<file path="config.mk">
export PLATFORM = sky130hd
export DESIGN_NAME = line_voltage_quality_monitor
export DESIGN_NICKNAME = d
export VERILOG_FILES = /design/src/logic/line_monitor_pkg.sv /design/src/logic/line_voltage_quality_monitor.sv
export SDC_FILE = /design/constraint.sdc
export NUM_CORES = 1
export LEC_CHECK = 0
export ABC_AREA = 0
export BUFFER_PORTS_ARGS = -buffer_cell sky130_fd_sc_hd__buf_4
export CAP_MARGIN = 5
export CORE_UTILIZATION = 40
export CTS_BUF_LIST = sky130_fd_sc_hd__clkbuf_16
export CTS_CLUSTER_DIAMETER = 100
export DETAILED_ROUTE_END_ITERATION = 7
export MAX_ROUTING_LAYER = met4
export PLACE_DENSITY_LB_ADDON = 0.05
export SYNTH_ARGS = -nofsm -noshare
export SYNTH_HDL_FRONTEND = slang
export SYNTH_SLANG_ARGS = --single-unit
</file>
<file path="constraint.sdc">
create_clock -name clk_sys_in -period 5.1 [get_ports clk_sys_in]
set_input_delay 0.51 -clock clk_sys_in [delete_from_list [all_inputs] [get_ports clk_sys_in]]
set_output_delay 0.51 -clock clk_sys_in [all_outputs]
set_load 0.01 [all_outputs]
</file>
<file path="src/logic/line_monitor_pkg.sv">
package line_monitor_pkg;

    // ----------------------------------------------------------------
    // Register indices (byte address is four times the index)
    // ----------------------------------------------------------------
    localparam logic [7:0] IDX_RESULT = 8'h0a;
    localparam logic [7:0] IDX_CONFIG_TWO = 8'h0c;
    localparam logic [7:0] IDX_TIMEOUT = 8'h11;
    localparam logic [7:0] IDX_DIP_CYCLES = 8'h13;
    localparam logic [7:0] IDX_DIP_THRESHOLD = 8'h14;
    localparam logic [7:0] IDX_METER_ENABLE = 8'hdb;
    localparam logic [7:0] IDX_METER_STATUS = 8'hde;
    localparam logic [7:0] IDX_METER_CLEAR = 8'hdf;
    localparam logic [7:0] IDX_SUPPLY_ENABLE = 8'hec;
    localparam logic [7:0] IDX_SUPPLY_FLAGS = 8'hf8;
    localparam logic [7:0] IDX_SUPPLY_CLEAR = 8'hf9;

    // ----------------------------------------------------------------
    // Field positions
    // ----------------------------------------------------------------
    localparam int BIT_ZERO_CROSS = 0;
    localparam int BIT_TIMEOUT = 1;
    localparam int BIT_DIP = 5;
    localparam int BIT_LINE_LOWPASS = 0;
    localparam int BIT_FREQ_SELECT = 1;

    // ----------------------------------------------------------------
    // Reset values
    // ----------------------------------------------------------------
    localparam logic [11:0] TIMEOUT_RESET = 12'hfff;
    localparam logic [7:0] DIP_CYCLES_RESET = 8'hff;
    localparam logic [15:0] DIP_THRESHOLD_RESET = 16'h0000;
    localparam logic [1:0] CONFIG_TWO_RESET = 2'h1;

    // ----------------------------------------------------------------
    // Timing
    // ----------------------------------------------------------------
    localparam int CLK_HZ = 10000000;
    localparam int TIMEOUT_TICK_CLKS = 160;
    localparam int PERIOD_TICK_CLKS = 10;
    localparam int FREQ_STEPS_PER_HZ = 16;
    localparam logic [23:0] FREQ_NUMERATOR =
        24'(CLK_HZ / PERIOD_TICK_CLKS * FREQ_STEPS_PER_HZ);
    localparam logic [7:0] TIMEOUT_TICK_LAST = 8'(TIMEOUT_TICK_CLKS - 1);
    localparam logic [3:0] PERIOD_TICK_LAST = 4'(PERIOD_TICK_CLKS - 1);
    localparam logic [4:0] DIV_STEPS = 5'h18;

endpackage

</file>
<file path="src/logic/line_voltage_quality_monitor.sv">
// Implementation choice: the strobed register port.
`timescale 1ns/1ps
// Notes on behaviour
// - Crossing source: filtered sample, else raw sample.
// - Crossing sets flag; enabled flag holds interrupt.
// - Timeout counter: 12 bits, minus one per 160.
// - Every crossing reloads timeout counter from register.
// - Timeout register resets to all ones.
// - Counter reaching zero sets timeout flag; enabled flag holds interrupt.
// - Timeout register is read and write.
// - Config bit one chooses period or frequency.
// - Sixteen-bit result updates once per line period.
// - Period counted in units of ten clocks.
// - Frequency reported in sixteenths of one hertz.
// - Dip while filtered magnitude below threshold.
// - Dip flag set after programmed count minus one.
// - Enabled dip flag holds supply interrupt.
// - Threshold compares against filtered magnitude upper bits.
module line_voltage_quality_monitor
    import line_monitor_pkg::*;
(
    input wire logic clk_sys_in,
    input wire logic rst_n_in,
    input wire logic [9:0] addr_in,
    input wire logic [15:0] wdata_in,
    input wire logic wr_in,
    input wire logic rd_in,
    output logic [15:0] rdata_out,
    input wire logic sample_valid_in,
    input wire logic [23:0] raw_sample_in,
    input wire logic [23:0] filtered_sample_in,
    output logic zero_cross_out,
    output logic meter_irq_out,
    output logic supply_irq_out
);

    // ----------------------------------------------------------------
    // Register access
    // ----------------------------------------------------------------
    // Misaligned byte addresses decode to an index that matches nothing.
    function automatic logic [8:0] reg_index(input logic [9:0] addr);
        reg_index = (addr[1:0] == 2'h0) ? {1'b0, addr[9:2]} : 9'h100;
    endfunction

    logic [8:0] idx;
    logic wr_config, wr_timeout, wr_cycles, wr_threshold;
    logic wr_meter_en, wr_meter_clr, wr_supply_en, wr_supply_clr;
    assign idx = reg_index(addr_in);
    assign wr_config = wr_in && idx == {1'b0, IDX_CONFIG_TWO};
    assign wr_timeout = wr_in && idx == {1'b0, IDX_TIMEOUT};
    assign wr_cycles = wr_in && idx == {1'b0, IDX_DIP_CYCLES};
    assign wr_threshold = wr_in && idx == {1'b0, IDX_DIP_THRESHOLD};
    assign wr_meter_en = wr_in && idx == {1'b0, IDX_METER_ENABLE};
    assign wr_meter_clr = wr_in && idx == {1'b0, IDX_METER_CLEAR};
    assign wr_supply_en = wr_in && idx == {1'b0, IDX_SUPPLY_ENABLE};
    assign wr_supply_clr = wr_in && idx == {1'b0, IDX_SUPPLY_CLEAR};

    logic [1:0] config_q;
    logic [11:0] timeout_reload_q;
    logic [7:0] dip_cycles_q;
    logic [15:0] dip_threshold_q;
    logic [1:0] meter_en_q;
    logic supply_en_q;

    always_ff @(posedge clk_sys_in or negedge rst_n_in)
    begin
        if (!rst_n_in)
        begin
            config_q <= CONFIG_TWO_RESET;
            timeout_reload_q <= TIMEOUT_RESET;
            dip_cycles_q <= DIP_CYCLES_RESET;
            dip_threshold_q <= DIP_THRESHOLD_RESET;
            meter_en_q <= 2'h0;
            supply_en_q <= 1'b0;
        end
        else
        begin
            if (wr_config)
                config_q <= wdata_in[1:0];
            if (wr_timeout)
                timeout_reload_q <= wdata_in[11:0];
            if (wr_cycles)
                dip_cycles_q <= wdata_in[7:0];
            if (wr_threshold)
                dip_threshold_q <= wdata_in;
            if (wr_meter_en)
                meter_en_q <= wdata_in[1:0];
            if (wr_supply_en)
                supply_en_q <= wdata_in[BIT_DIP];
        end
    end

    logic [15:0] result_q;
    logic [1:0] meter_stat_q;
    logic dip_flag_q;
    logic [15:0] rdata_d;

    always_comb
    begin
        rdata_d = 16'h0000;
        unique case (idx)
            {1'b0, IDX_RESULT}: rdata_d = result_q;
            {1'b0, IDX_CONFIG_TWO}: rdata_d = {14'h0000, config_q};
            {1'b0, IDX_TIMEOUT}: rdata_d = {4'h0, timeout_reload_q};
            {1'b0, IDX_DIP_CYCLES}: rdata_d = {8'h00, dip_cycles_q};
            {1'b0, IDX_DIP_THRESHOLD}: rdata_d = dip_threshold_q;
            {1'b0, IDX_METER_ENABLE}: rdata_d = {14'h0000, meter_en_q};
            {1'b0, IDX_METER_STATUS}: rdata_d = {14'h0000, meter_stat_q};
            {1'b0, IDX_SUPPLY_ENABLE}: rdata_d = 16'(supply_en_q) << BIT_DIP;
            {1'b0, IDX_SUPPLY_FLAGS}: rdata_d = 16'(dip_flag_q) << BIT_DIP;
            default: rdata_d = 16'h0000;
        endcase
    end

    // Read data stand for exactly the cycle after the strobe.
    always_ff @(posedge clk_sys_in or negedge rst_n_in)
    begin
        if (!rst_n_in)
            rdata_out <= 16'h0000;
        else
            rdata_out <= rd_in ? rdata_d : 16'h0000;
    end

    // ----------------------------------------------------------------
    // Zero-crossing detection
    // ----------------------------------------------------------------
    // Only negative-to-positive crossings count, so one crossing marks one
    // whole line period for the period and dip logic.
    logic [23:0] zx_source;
    logic prev_negative_q;
    logic zx_event;
    assign zx_source = config_q[BIT_LINE_LOWPASS] ? filtered_sample_in : raw_sample_in;
    assign zx_event = sample_valid_in && prev_negative_q && !zx_source[23];

    always_ff @(posedge clk_sys_in or negedge rst_n_in)
    begin
        if (!rst_n_in)
        begin
            prev_negative_q <= 1'b0;
            zero_cross_out <= 1'b0;
        end
        else
        begin
            if (sample_valid_in)
                prev_negative_q <= zx_source[23];
            zero_cross_out <= zx_event;
        end
    end

    // ----------------------------------------------------------------
    // Crossing timeout
    // ----------------------------------------------------------------
    logic [7:0] to_prescale_q;
    logic [11:0] to_count_q;
    logic to_tick, to_event;
    assign to_tick = to_prescale_q == TIMEOUT_TICK_LAST;
    assign to_event = !zx_event && to_tick && to_count_q == 12'h001;

    always_ff @(posedge clk_sys_in or negedge rst_n_in)
    begin
        if (!rst_n_in)
        begin
            to_prescale_q <= 8'h00;
            to_count_q <= TIMEOUT_RESET;
        end
        else
        begin
            to_prescale_q <= (to_tick || zx_event) ? 8'h00 : to_prescale_q + 8'h01;
            if (zx_event)
                to_count_q <= timeout_reload_q;
            else if (to_tick && to_count_q != 12'h000)
                to_count_q <= to_count_q - 12'h001;
        end
    end

    // ----------------------------------------------------------------
    // Period and frequency measurement
    // ----------------------------------------------------------------
    // The period count saturates, so a lost line reads full scale rather
    // than wrapping to a plausible small value.
    logic [3:0] per_prescale_q;
    logic [15:0] per_count_q;
    logic per_tick;
    assign per_tick = per_prescale_q == PERIOD_TICK_LAST;

    always_ff @(posedge clk_sys_in or negedge rst_n_in)
    begin
        if (!rst_n_in)
        begin
            per_prescale_q <= 4'h0;
            per_count_q <= 16'h0000;
        end
        else if (zx_event)
        begin
            per_prescale_q <= 4'h0;
            per_count_q <= 16'h0000;
        end
        else
        begin
            per_prescale_q <= per_tick ? 4'h0 : per_prescale_q + 4'h1;
            if (per_tick && per_count_q != 16'hffff)
                per_count_q <= per_count_q + 16'h0001;
        end
    end

    // Restoring division of the fixed numerator by the period count.
    // It needs 25 cycles, far less than any real line period.
    logic div_busy_q;
    logic [4:0] div_step_q;
    logic [23:0] div_num_q;
    logic [23:0] div_quo_q;
    logic [16:0] div_rem_q;
    logic [15:0] div_den_q;
    logic [16:0] div_trial;
    logic div_fits, div_done;
    assign div_trial = {div_rem_q[15:0], div_num_q[23]};
    assign div_fits = div_trial >= {1'b0, div_den_q};
    assign div_done = div_busy_q && div_step_q == DIV_STEPS;

    always_ff @(posedge clk_sys_in or negedge rst_n_in)
    begin
        if (!rst_n_in)
        begin
            div_busy_q <= 1'b0;
            div_step_q <= 5'h00;
            div_num_q <= 24'h000000;
            div_quo_q <= 24'h000000;
            div_rem_q <= 17'h00000;
            div_den_q <= 16'h0000;
        end
        else if (zx_event && config_q[BIT_FREQ_SELECT])
        begin
            div_busy_q <= 1'b1;
            div_step_q <= 5'h00;
            div_num_q <= FREQ_NUMERATOR;
            div_quo_q <= 24'h000000;
            div_rem_q <= 17'h00000;
            div_den_q <= per_count_q;
        end
        else if (div_done)
            div_busy_q <= 1'b0;
        else if (div_busy_q)
        begin
            div_step_q <= div_step_q + 5'h01;
            div_num_q <= {div_num_q[22:0], 1'b0};
            div_quo_q <= {div_quo_q[22:0], div_fits};
            div_rem_q <= div_fits ? div_trial - {1'b0, div_den_q} : div_trial;
        end
    end

    always_ff @(posedge clk_sys_in or negedge rst_n_in)
    begin
        if (!rst_n_in)
            result_q <= 16'h0000;
        else if (zx_event && !config_q[BIT_FREQ_SELECT])
            result_q <= per_count_q;
        else if (div_done)
            result_q <= (div_den_q == 16'h0000 || div_quo_q[23:16] != 8'h00)
                ? 16'hffff : div_quo_q[15:0];
    end

    // ----------------------------------------------------------------
    // Voltage dip detection
    // ----------------------------------------------------------------
    logic [23:0] filt_abs;
    logic above_level;
    logic [7:0] dip_count_q;
    logic dip_event;
    assign filt_abs = filtered_sample_in[23] ? 24'h000000 - filtered_sample_in : filtered_sample_in;
    assign above_level = sample_valid_in && filt_abs[23:8] >= dip_threshold_q;
    assign dip_event = zx_event && !above_level && dip_count_q != 8'hff
        && dip_count_q + 8'h01 == dip_cycles_q - 8'h01;

    always_ff @(posedge clk_sys_in or negedge rst_n_in)
    begin
        if (!rst_n_in)
            dip_count_q <= 8'h00;
        else if (above_level)
            dip_count_q <= 8'h00;
        else if (zx_event && dip_count_q != 8'hff)
            dip_count_q <= dip_count_q + 8'h01;
    end

    // ----------------------------------------------------------------
    // Interrupt flags
    // ----------------------------------------------------------------
    // A new event in the cycle of a clear keeps its flag set.
    logic [1:0] meter_set;
    assign meter_set = {to_event, zx_event};

    always_ff @(posedge clk_sys_in or negedge rst_n_in)
    begin
        if (!rst_n_in)
        begin
            meter_stat_q <= 2'h0;
            dip_flag_q <= 1'b0;
        end
        else
        begin
            meter_stat_q <= (meter_stat_q & ~(wr_meter_clr ? wdata_in[1:0] : 2'h0)) | meter_set;
            dip_flag_q <= (dip_flag_q && !(wr_supply_clr && wdata_in[BIT_DIP])) || dip_event;
        end
    end

    assign meter_irq_out = |(meter_stat_q & meter_en_q);
    assign supply_irq_out = dip_flag_q && supply_en_q;
endmodule

</file>
# == Word level (Yosys, flattened, before mapping) ==
# Index checks and enable logic that the tools add are counted.
# word_totals
regBits,212
latch_bits,0
mem_bits_rw,0
mem_bits_ro,0
input_bits,79
out_inout_bits,19
wordCells,135
memories,0
# op_classes
add_sub_neg,9
multipliers,0
div,0
magnitude_cmp,2
eq_ne,19
shifts,0
n_mux,33
bitwise_logic,4
reduce_logical,45
# op_table
op,count
two-way mux 24 bit,8
two-way mux 16 bit,10
one-hot mux 16 bit (9 select lines),1
== test 9 x 8 -> 1 bit (second input constant),6
== test 9 x 5 -> 1 bit (second input constant),3
logical AND 1 bit,25
two-way mux 12 bit,2
two-way mux 8 bit,3
subtractor 1 x 24 -> 24 bit (first input constant),1
== test 9 x 4 -> 1 bit (second input constant),2
greater-or-equal comparator 17 x 16 -> 1 bit,1
adder 16 x 1 -> 16 bit (second input constant),1
adder 8 x 1 -> 8 bit (second input constant),2
greater-or-equal comparator 16 bit,1
zero test 16 bit,1
inequality test 16 bit (second input constant),1
subtractor 16 bit,1
two-way mux 5 bit,3
== test 12 x 1 -> 1 bit (second input constant),1
nonzero test 12 bit,1
nonzero test 2 bit,6
subtractor 12 x 1 -> 12 bit (second input constant),1
two-way mux 9 bit,1
== test 8 bit,1
other kinds (20),29

# == Longest topological paths before layout ==
# depth
depth_word,9
ltp_mapped,16
mapped_depth_nobuf,15

# == Worst setup path before layout ==
# OpenSTA, ideal clock, no wires.
# synth_path
path_type,in2reg
from,input port filtered_sample_in[7]
to,register dip_count_q[6]
setup_ns,0.110
arrival_time_ns,3.924
required_ns,4.990
setup_slack_ns,1.065
stages,15
n_path_buf,0
path_cell_list,nor4_4 -> nand4_1 -> or4b_4 -> or4_4 -> or2_4 -> o21ai_2 -> xnor2_1 -> ha_1 -> nand4_1 -> nor3_1 -> a2111oi_0 -> o21ai_0 -> a21oi_1 -> o21ai_0 -> o41ai_1
# synth_between
elab_chain_cells,5
word_cells_on_any_way,6
cone_classes,add/sub (1); order compare (1); mux (2); reduce/logical (2)
# synth_rtl
item,line,rtl
start: declaration,line_voltage_quality_monitor.sv:31,"input wire logic [23:0] filtered_sample_in,"
subtractor 1 x 24 -> 24 bit (*),line_voltage_quality_monitor.sv:269,assign filt_abs = filtered_sample_in[23] ? 24'h000000 - filtered_sample_in : filtered_sample_in;
two-way mux 24 bit (*),line_voltage_quality_monitor.sv:269,
greater-or-equal comparator 16 bit (*),line_voltage_quality_monitor.sv:270,assign above_level = sample_valid_in && filt_abs[23:8] >= dip_threshold_q;
logical AND 1 bit (*),line_voltage_quality_monitor.sv:270,
two-way mux 8 bit or nonzero test 2 bit (tied branches),--,
end signal: assignment,line_voltage_quality_monitor.sv:281,dip_count_q <= dip_count_q + 8'h01;
end: declaration,line_voltage_quality_monitor.sv:267,logic [7:0] dip_count_q;
# Every way passes the cells marked *; elsewhere a longest branch is shown, timed or not.
# A chain may end at the register's enable or synchronous reset.

# == Final worst setup path ==
# layout_path
from,input port filtered_sample_in[7]
to,register dip_count_q[5]
# The elaborated chain is that of the path after synthesis.

==> flow_summary.html <==
<table>
<tr><th>Metric</th><th>Value</th></tr>
<tr><th colspan="2">Run status</th></tr>
<tr><td>Run status</td><td>finished, violations left</td></tr>
<tr><td>Violated checks</td><td>DRC</td></tr>
<tr><th colspan="2">Global route</th></tr>
<tr><td>First-pass GRT wire length</td><td>roughly 46 mm</td></tr>
<tr><td>Total global routing track utilization</td><td>a little over a fifth</td></tr>
<tr><td>Via count of the first global-routing pass</td><td>between 8000 and 9000</td></tr>
<tr><td>Leftover overflow at the end of global routing</td><td>0</td></tr>
<tr><td>Maximum number of pins on one net before global-route repair</td><td>87</td></tr>
<tr><td>Initial antenna violation count</td><td>1</td></tr>
<tr><th colspan="2">Detailed routing</th></tr>
<tr><td>Antenna-violating nets left</td><td>0</td></tr>
<tr><td>DR WL/cell</td><td>about 17 um</td></tr>
<tr><td>Number of vias per cell after detailed routing</td><td>5.36</td></tr>
<tr><td>WL final</td><td>between 20 and 30 mm</td></tr>
<tr><td>Detailed Route Iter0 Violations</td><td>a little under 500</td></tr>
<tr><td>DR vias</td><td>roughly 8400</td></tr>
<tr><td>DRC violations left</td><td>6</td></tr>
<tr><td>Number of search-and-repair iterations in the first detailed-routing pass</td><td>7</td></tr>
<tr><th colspan="2">STA</th></tr>
<tr><td>Final period utilization</td><td>about 76%</td></tr>
<tr><td>Hold slack</td><td>between 0.04 and 0.05 ns</td></tr>
<tr><td>Final setup viols</td><td>0</td></tr>
<tr><td>Minimum clock period after layout</td><td>between 3 and 4 ns</td></tr>
<tr><td>Count of final max-slew check failures</td><td>0</td></tr>
<tr><td>Worst slew margin relative to its limit</td><td>just over 40%</td></tr>
<tr><td>Slew at the pin closest to its max-slew limit</td><td>0.881 ns</td></tr>
<tr><td>Maximum achievable frequency</td><td>roughly 260 MHz</td></tr>
<tr><td>Number of failing hold endpoints at the final stage</td><td>0</td></tr>
<tr><td>Sum Neg Setup Slack</td><td>0 ns</td></tr>
<tr><td>Worst clock skew</td><td>0.0107 ns</td></tr>
<tr><td>RSZ-0062 raised after global routing</td><td>false</td></tr>
<tr><th colspan="2">Worst setup path</th></tr>
<tr><td>Origin of the critical flop-to-flop path</td><td>div_den_q[4]</td></tr>
<tr><td>Category of the critical setup timing path</td><td>in -&gt; reg</td></tr>
<tr><td>Cells on worst reg2reg path</td><td>9</td></tr>
<tr><td>Element type at the critical path start</td><td>primary input</td></tr>
<tr><td>Launching instance or port of the critical path</td><td>filtered_sample_in[7]</td></tr>
<tr><td>Critical Path End Type</td><td>register</td></tr>
<tr><td>Top fanout value on the critical path</td><td>8</td></tr>
<tr><td>WP data arrival</td><td>about 4.3 ns</td></tr>
<tr><td>Required @ worst endpoint</td><td>roughly 5.5 ns</td></tr>
<tr><th colspan="2">Hold path</th></tr>
<tr><td>Worst hold path type</td><td>in -&gt; async</td></tr>
<tr><th colspan="2">Power and ir drop</th></tr>
<tr><td>Share of power burned in the clock network</td><td>between 30 and 40%</td></tr>
<tr><td>Sequential group share of total power</td><td>slightly above 40%</td></tr>
<tr><td>Power density relative to cell area</td><td>around 440 mW/mm^2</td></tr>
<tr><td>Design internal power</td><td>0.00364 W</td></tr>
<tr><td>Static Leak</td><td>5.57 nW</td></tr>
<tr><td>Power, Total</td><td>roughly 0.0055 W</td></tr>
<tr><td>Net switching fraction of the power</td><td>between 30 and 40%</td></tr>
<tr><td>Maximum resistive drop on vdd</td><td>~0.32 mV</td></tr>
<tr><td>Combinational power share</td><td>about a quarter</td></tr>
<tr><td>NetSw</td><td>0.00183 W</td></tr>
<tr><th colspan="2">Layout</th></tr>
<tr><td>Share of post-route cells with drive strength above 1</td><td>18.0%</td></tr>
<tr><td>Commonest non-fill, non-tap cell in the layout</td><td>sky130_fd_sc_hd__dfrtp_1</td></tr>
<tr><td>Final net count</td><td>~1300</td></tr>
<tr><td>Area growth, synth to finish</td><td>16.4%</td></tr>
<tr><td>Commonest cells after routing, fill and taps aside</td><td>sky130_fd_sc_hd__dfrtp_1 (169), sky130_fd_sc_hd__nand2_1 (165), sky130_fd_sc_hd__nor2_1 (103), sky130_fd_sc_hd__a21oi_1 (98), sky130_fd_sc_hd__buf_4 (93)</td></tr>
<tr><th colspan="2">Floorplanning</th></tr>
<tr><td>Die area</td><td>approximately 0.028 sq mm</td></tr>
<tr><td>Die width</td><td>between 150 and 200 um</td></tr>
<tr><td>FP Rows</td><td>just under 60</td></tr>
<tr><td>Placeable Area</td><td>0.0263 sq mm</td></tr>
<tr><td>Effective utilization at floorplan</td><td>about two fifths</td></tr>
<tr><td>Height of the die</td><td>approximately 170 um</td></tr>
<tr><td>Number of top-level pins</td><td>a little under 100</td></tr>
<tr><th colspan="2">CTS</th></tr>
<tr><td>Clock Path Buffers</td><td>3</td></tr>
<tr><td>Cell chosen for the clock root</td><td>sky130_fd_sc_hd__clkbuf_16</td></tr>
<tr><td>Skew-Pair Late Insertion Delay</td><td>roughly 0.52 ns</td></tr>
<tr><td>Sink count of the clock tree</td><td>~200</td></tr>
<tr><td>TritonCTS buffer count</td><td>25</td></tr>
<tr><td>H-tree depth</td><td>1</td></tr>
<tr><td>PostCTS Resize Cnt</td><td>0</td></tr>
<tr><td>CTS tree</td><td>done</td></tr>
<tr><td>CTS clock-pin slew for the worst setup and hold paths</td><td>roughly 0.06 ns</td></tr>
<tr><td>Post-CTS Setup Repair Bufs</td><td>0</td></tr>
<tr><td>Cts hold-fix bufs</td><td>0</td></tr>
<tr><th colspan="2">Synth</th></tr>
<tr><td>Post-synthesis instance area</td><td>around 0.011 sq mm</td></tr>
<tr><td>Average cell area after synthesis</td><td>between 9 and 10 sq um</td></tr>
<tr><td>Total nets after synthesis</td><td>around 1300</td></tr>
<tr><td>Leading area contributor after synthesis</td><td>sky130_fd_sc_hd__dfrtp_1</td></tr>
<tr><td>Most common flop cell mapped by yosys</td><td>sky130_fd_sc_hd__dfrtp_1</td></tr>
<tr><td>Synthesized flop and latch total</td><td>202</td></tr>
<tr><td>Fraction of registers with async set or reset after synthesis</td><td>100%</td></tr>
<tr><td>Distinct cell type count after synthesis</td><td>67</td></tr>
<tr><td>Post-synthesis sequential area ratio</td><td>between 40 and 50%</td></tr>
<tr><td>Number of flops mapped to enable cells by yosys</td><td>0</td></tr>
<tr><td>Fraction of synthesized cell area taken by the top area cell type</td><td>approximately 39%</td></tr>
<tr><td>Yosys warning count</td><td>0</td></tr>
<tr><td>Synth top area cells</td><td>sky130_fd_sc_hd__dfrtp_1 (39%), sky130_fd_sc_hd__dfstp_2 (8.0%), sky130_fd_sc_hd__nand2_1 (5.7%), sky130_fd_sc_hd__ha_1 (4.9%), sky130_fd_sc_hd__a21oi_1 (4.5%)</td></tr>
<tr><td>Post-Syn Instances</td><td>between 1000 and 1500</td></tr>
<tr><th colspan="2">Placement</th></tr>
<tr><td>Gp weighted congestion</td><td>approximately 0.83</td></tr>
<tr><td>Estimated wirelength of the detail-placed design</td><td>roughly 19 mm</td></tr>
<tr><td>Count of buffers from port buffering</td><td>74</td></tr>
<tr><th colspan="2">Flow run</th></tr>
<tr><td>Reported max-cap violation count</td><td>0</td></tr>
</table>
==> layer usage <==
| metal | share of wire [%] | track usage (%) | vias up |
|---|---|---|---|
| li1 | - | - | 4201 |
| met1 | 47 | 27.8 | 4096 |
| met2 | 48 | 34.3 | 104 |
| met3 | 3.0 | 2.60 | 40 |
| met4 | 2.0 | 4.67 | 0 |
| met5 | 0 | - | - |
==> cells in the mapped netlist, types with 3 or more instances <==
master and n:
sky130_fd_sc_hd__dfrtp_1 169, sky130_fd_sc_hd__nand2_1 165, sky130_fd_sc_hd__nor2_1 103, sky130_fd_sc_hd__a21oi_1 98, sky130_fd_sc_hd__o21ai_0 81, sky130_fd_sc_hd__inv_1 45, sky130_fd_sc_hd__xnor2_1 44, sky130_fd_sc_hd__ha_1 42
sky130_fd_sc_hd__clkbuf_1 41, sky130_fd_sc_hd__mux2_2 38, sky130_fd_sc_hd__nand3_1 35, sky130_fd_sc_hd__dfstp_2 33, sky130_fd_sc_hd__xor2_1 28, sky130_fd_sc_hd__a22oi_1 23, sky130_fd_sc_hd__nor3_1 16, sky130_fd_sc_hd__o22ai_1 16
sky130_fd_sc_hd__nand4_1 13, sky130_fd_sc_hd__and3_1 11, sky130_fd_sc_hd__mux2i_1 10, sky130_fd_sc_hd__nor4_1 10, sky130_fd_sc_hd__a31oi_1 9, sky130_fd_sc_hd__and2_1 8, sky130_fd_sc_hd__a211oi_1 6, sky130_fd_sc_hd__and4_1 6
sky130_fd_sc_hd__nand2b_1 6, sky130_fd_sc_hd__nor2b_1 6, sky130_fd_sc_hd__o211ai_1 6, sky130_fd_sc_hd__o21a_1 6, sky130_fd_sc_hd__o31ai_1 6, sky130_fd_sc_hd__buf_2 5, sky130_fd_sc_hd__or3_1 5, sky130_fd_sc_hd__a21o_1 4
sky130_fd_sc_hd__buf_1 4, sky130_fd_sc_hd__mux2_1 4, sky130_fd_sc_hd__a222oi_1 3, sky130_fd_sc_hd__nand3b_1 3, sky130_fd_sc_hd__nor4_4 3, sky130_fd_sc_hd__or2_2 3
==> cells by family (layout without fill, tap and decap cells) <==
group,after synthesis,in the layout,share of synthesized area (%)
compound gates,281,281,15.5
xor+xnor,72,72,5.84
fa+ha+maj,43,43,5.05
buf+inv,96,184,3.47
flops,202,202,47.2
mux,52,52,5.31
other cells,0,1,0
simple gates,404,404,17.6
==> state kept, by name, summed over array words and instances (netlist names), 12 cells and up <==
name / count
rdata_out: 16
div_quo_q: 24
div_rem_q: 16
dip_threshold_q: 16
result_q: 16
to_count_q: 12
div_num_q: 14
div_den_q: 16
per_count_q: 16
timeout_reload_q: 12
==> per-stage QoR <==
step	utilization, %	setup WS, ns	cells	instance area (sq um)
after global routing	47.8	0.927	1574	12600
after floorplan	-	1.07	1150	10800
after CTS	47.8	1.24	1573	12600
after global placement	44.6	0.747	1528	11700
after detailed placement	44.6	0.698	1528	11700
final	47.8	1.25	1574	12600
==> cell type report <==
cell class | instances | area, sq um
clock buffer | 25 | 626
timing repair buffer | 94 | 712
clock inverter | 20 | 206
tap | 335 | 419
sequential | 202 | 5100
antenna | 1 | 2.50
multi-input combinational | 852 | 5330
inverter | 45 | 169
fill | 2482 | 13700
==> worst paths after layout <==
kind | to | slack [ns]
hold / removal | zero_cross_out | 0.04
setup / recovery | dip_count_q[5] | 1.25
hold reg to reg | div_num_q[10] | 0.48
min in group clk_sys_in | prev_negative_q | 0.18
max in group asynchronous | div_step_q[2] | 3.95
setup reg to reg | div_rem_q[13] | 1.95
==> critical path, cell delays in order <==
cell and delay (ns):
sky130_fd_sc_hd__buf_4 0.12, sky130_fd_sc_hd__nor4_4 0.29, sky130_fd_sc_hd__nand4_1 0.20, sky130_fd_sc_hd__or4b_4 0.55
sky130_fd_sc_hd__or4_4 0.43, sky130_fd_sc_hd__or2_4 0.26, sky130_fd_sc_hd__o21ai_2 0.12, sky130_fd_sc_hd__xnor2_1 0.13
sky130_fd_sc_hd__ha_1 0.26, sky130_fd_sc_hd__nand4_1 0.15, sky130_fd_sc_hd__nor3_1 0.07, sky130_fd_sc_hd__a2111oi_0 0.41
sky130_fd_sc_hd__buf_4 0.20, sky130_fd_sc_hd__o21ai_0 0.08, sky130_fd_sc_hd__a21oi_1 0.16, sky130_fd_sc_hd__buf_4 0.16
sky130_fd_sc_hd__o21ai_0 0.09, sky130_fd_sc_hd__o31ai_1 0.08
==> power groups by stage <==
stage | combinational [W] | sequential, W | clock (W)
finish | 0.00144 | 0.00224 | 0.00179
global route | 0.00167 | 0.00228 | 0.00192
CTS | 0.00146 | 0.00224 | 0.00185
detailed placement | 0.00145 | 0.00226 | 0
global placement | 0.00143 | 0.00226 | 0
floorplan | 0.00111 | 0.00216 | 0
No activity file was read; power rests on OpenSTA's default activity.
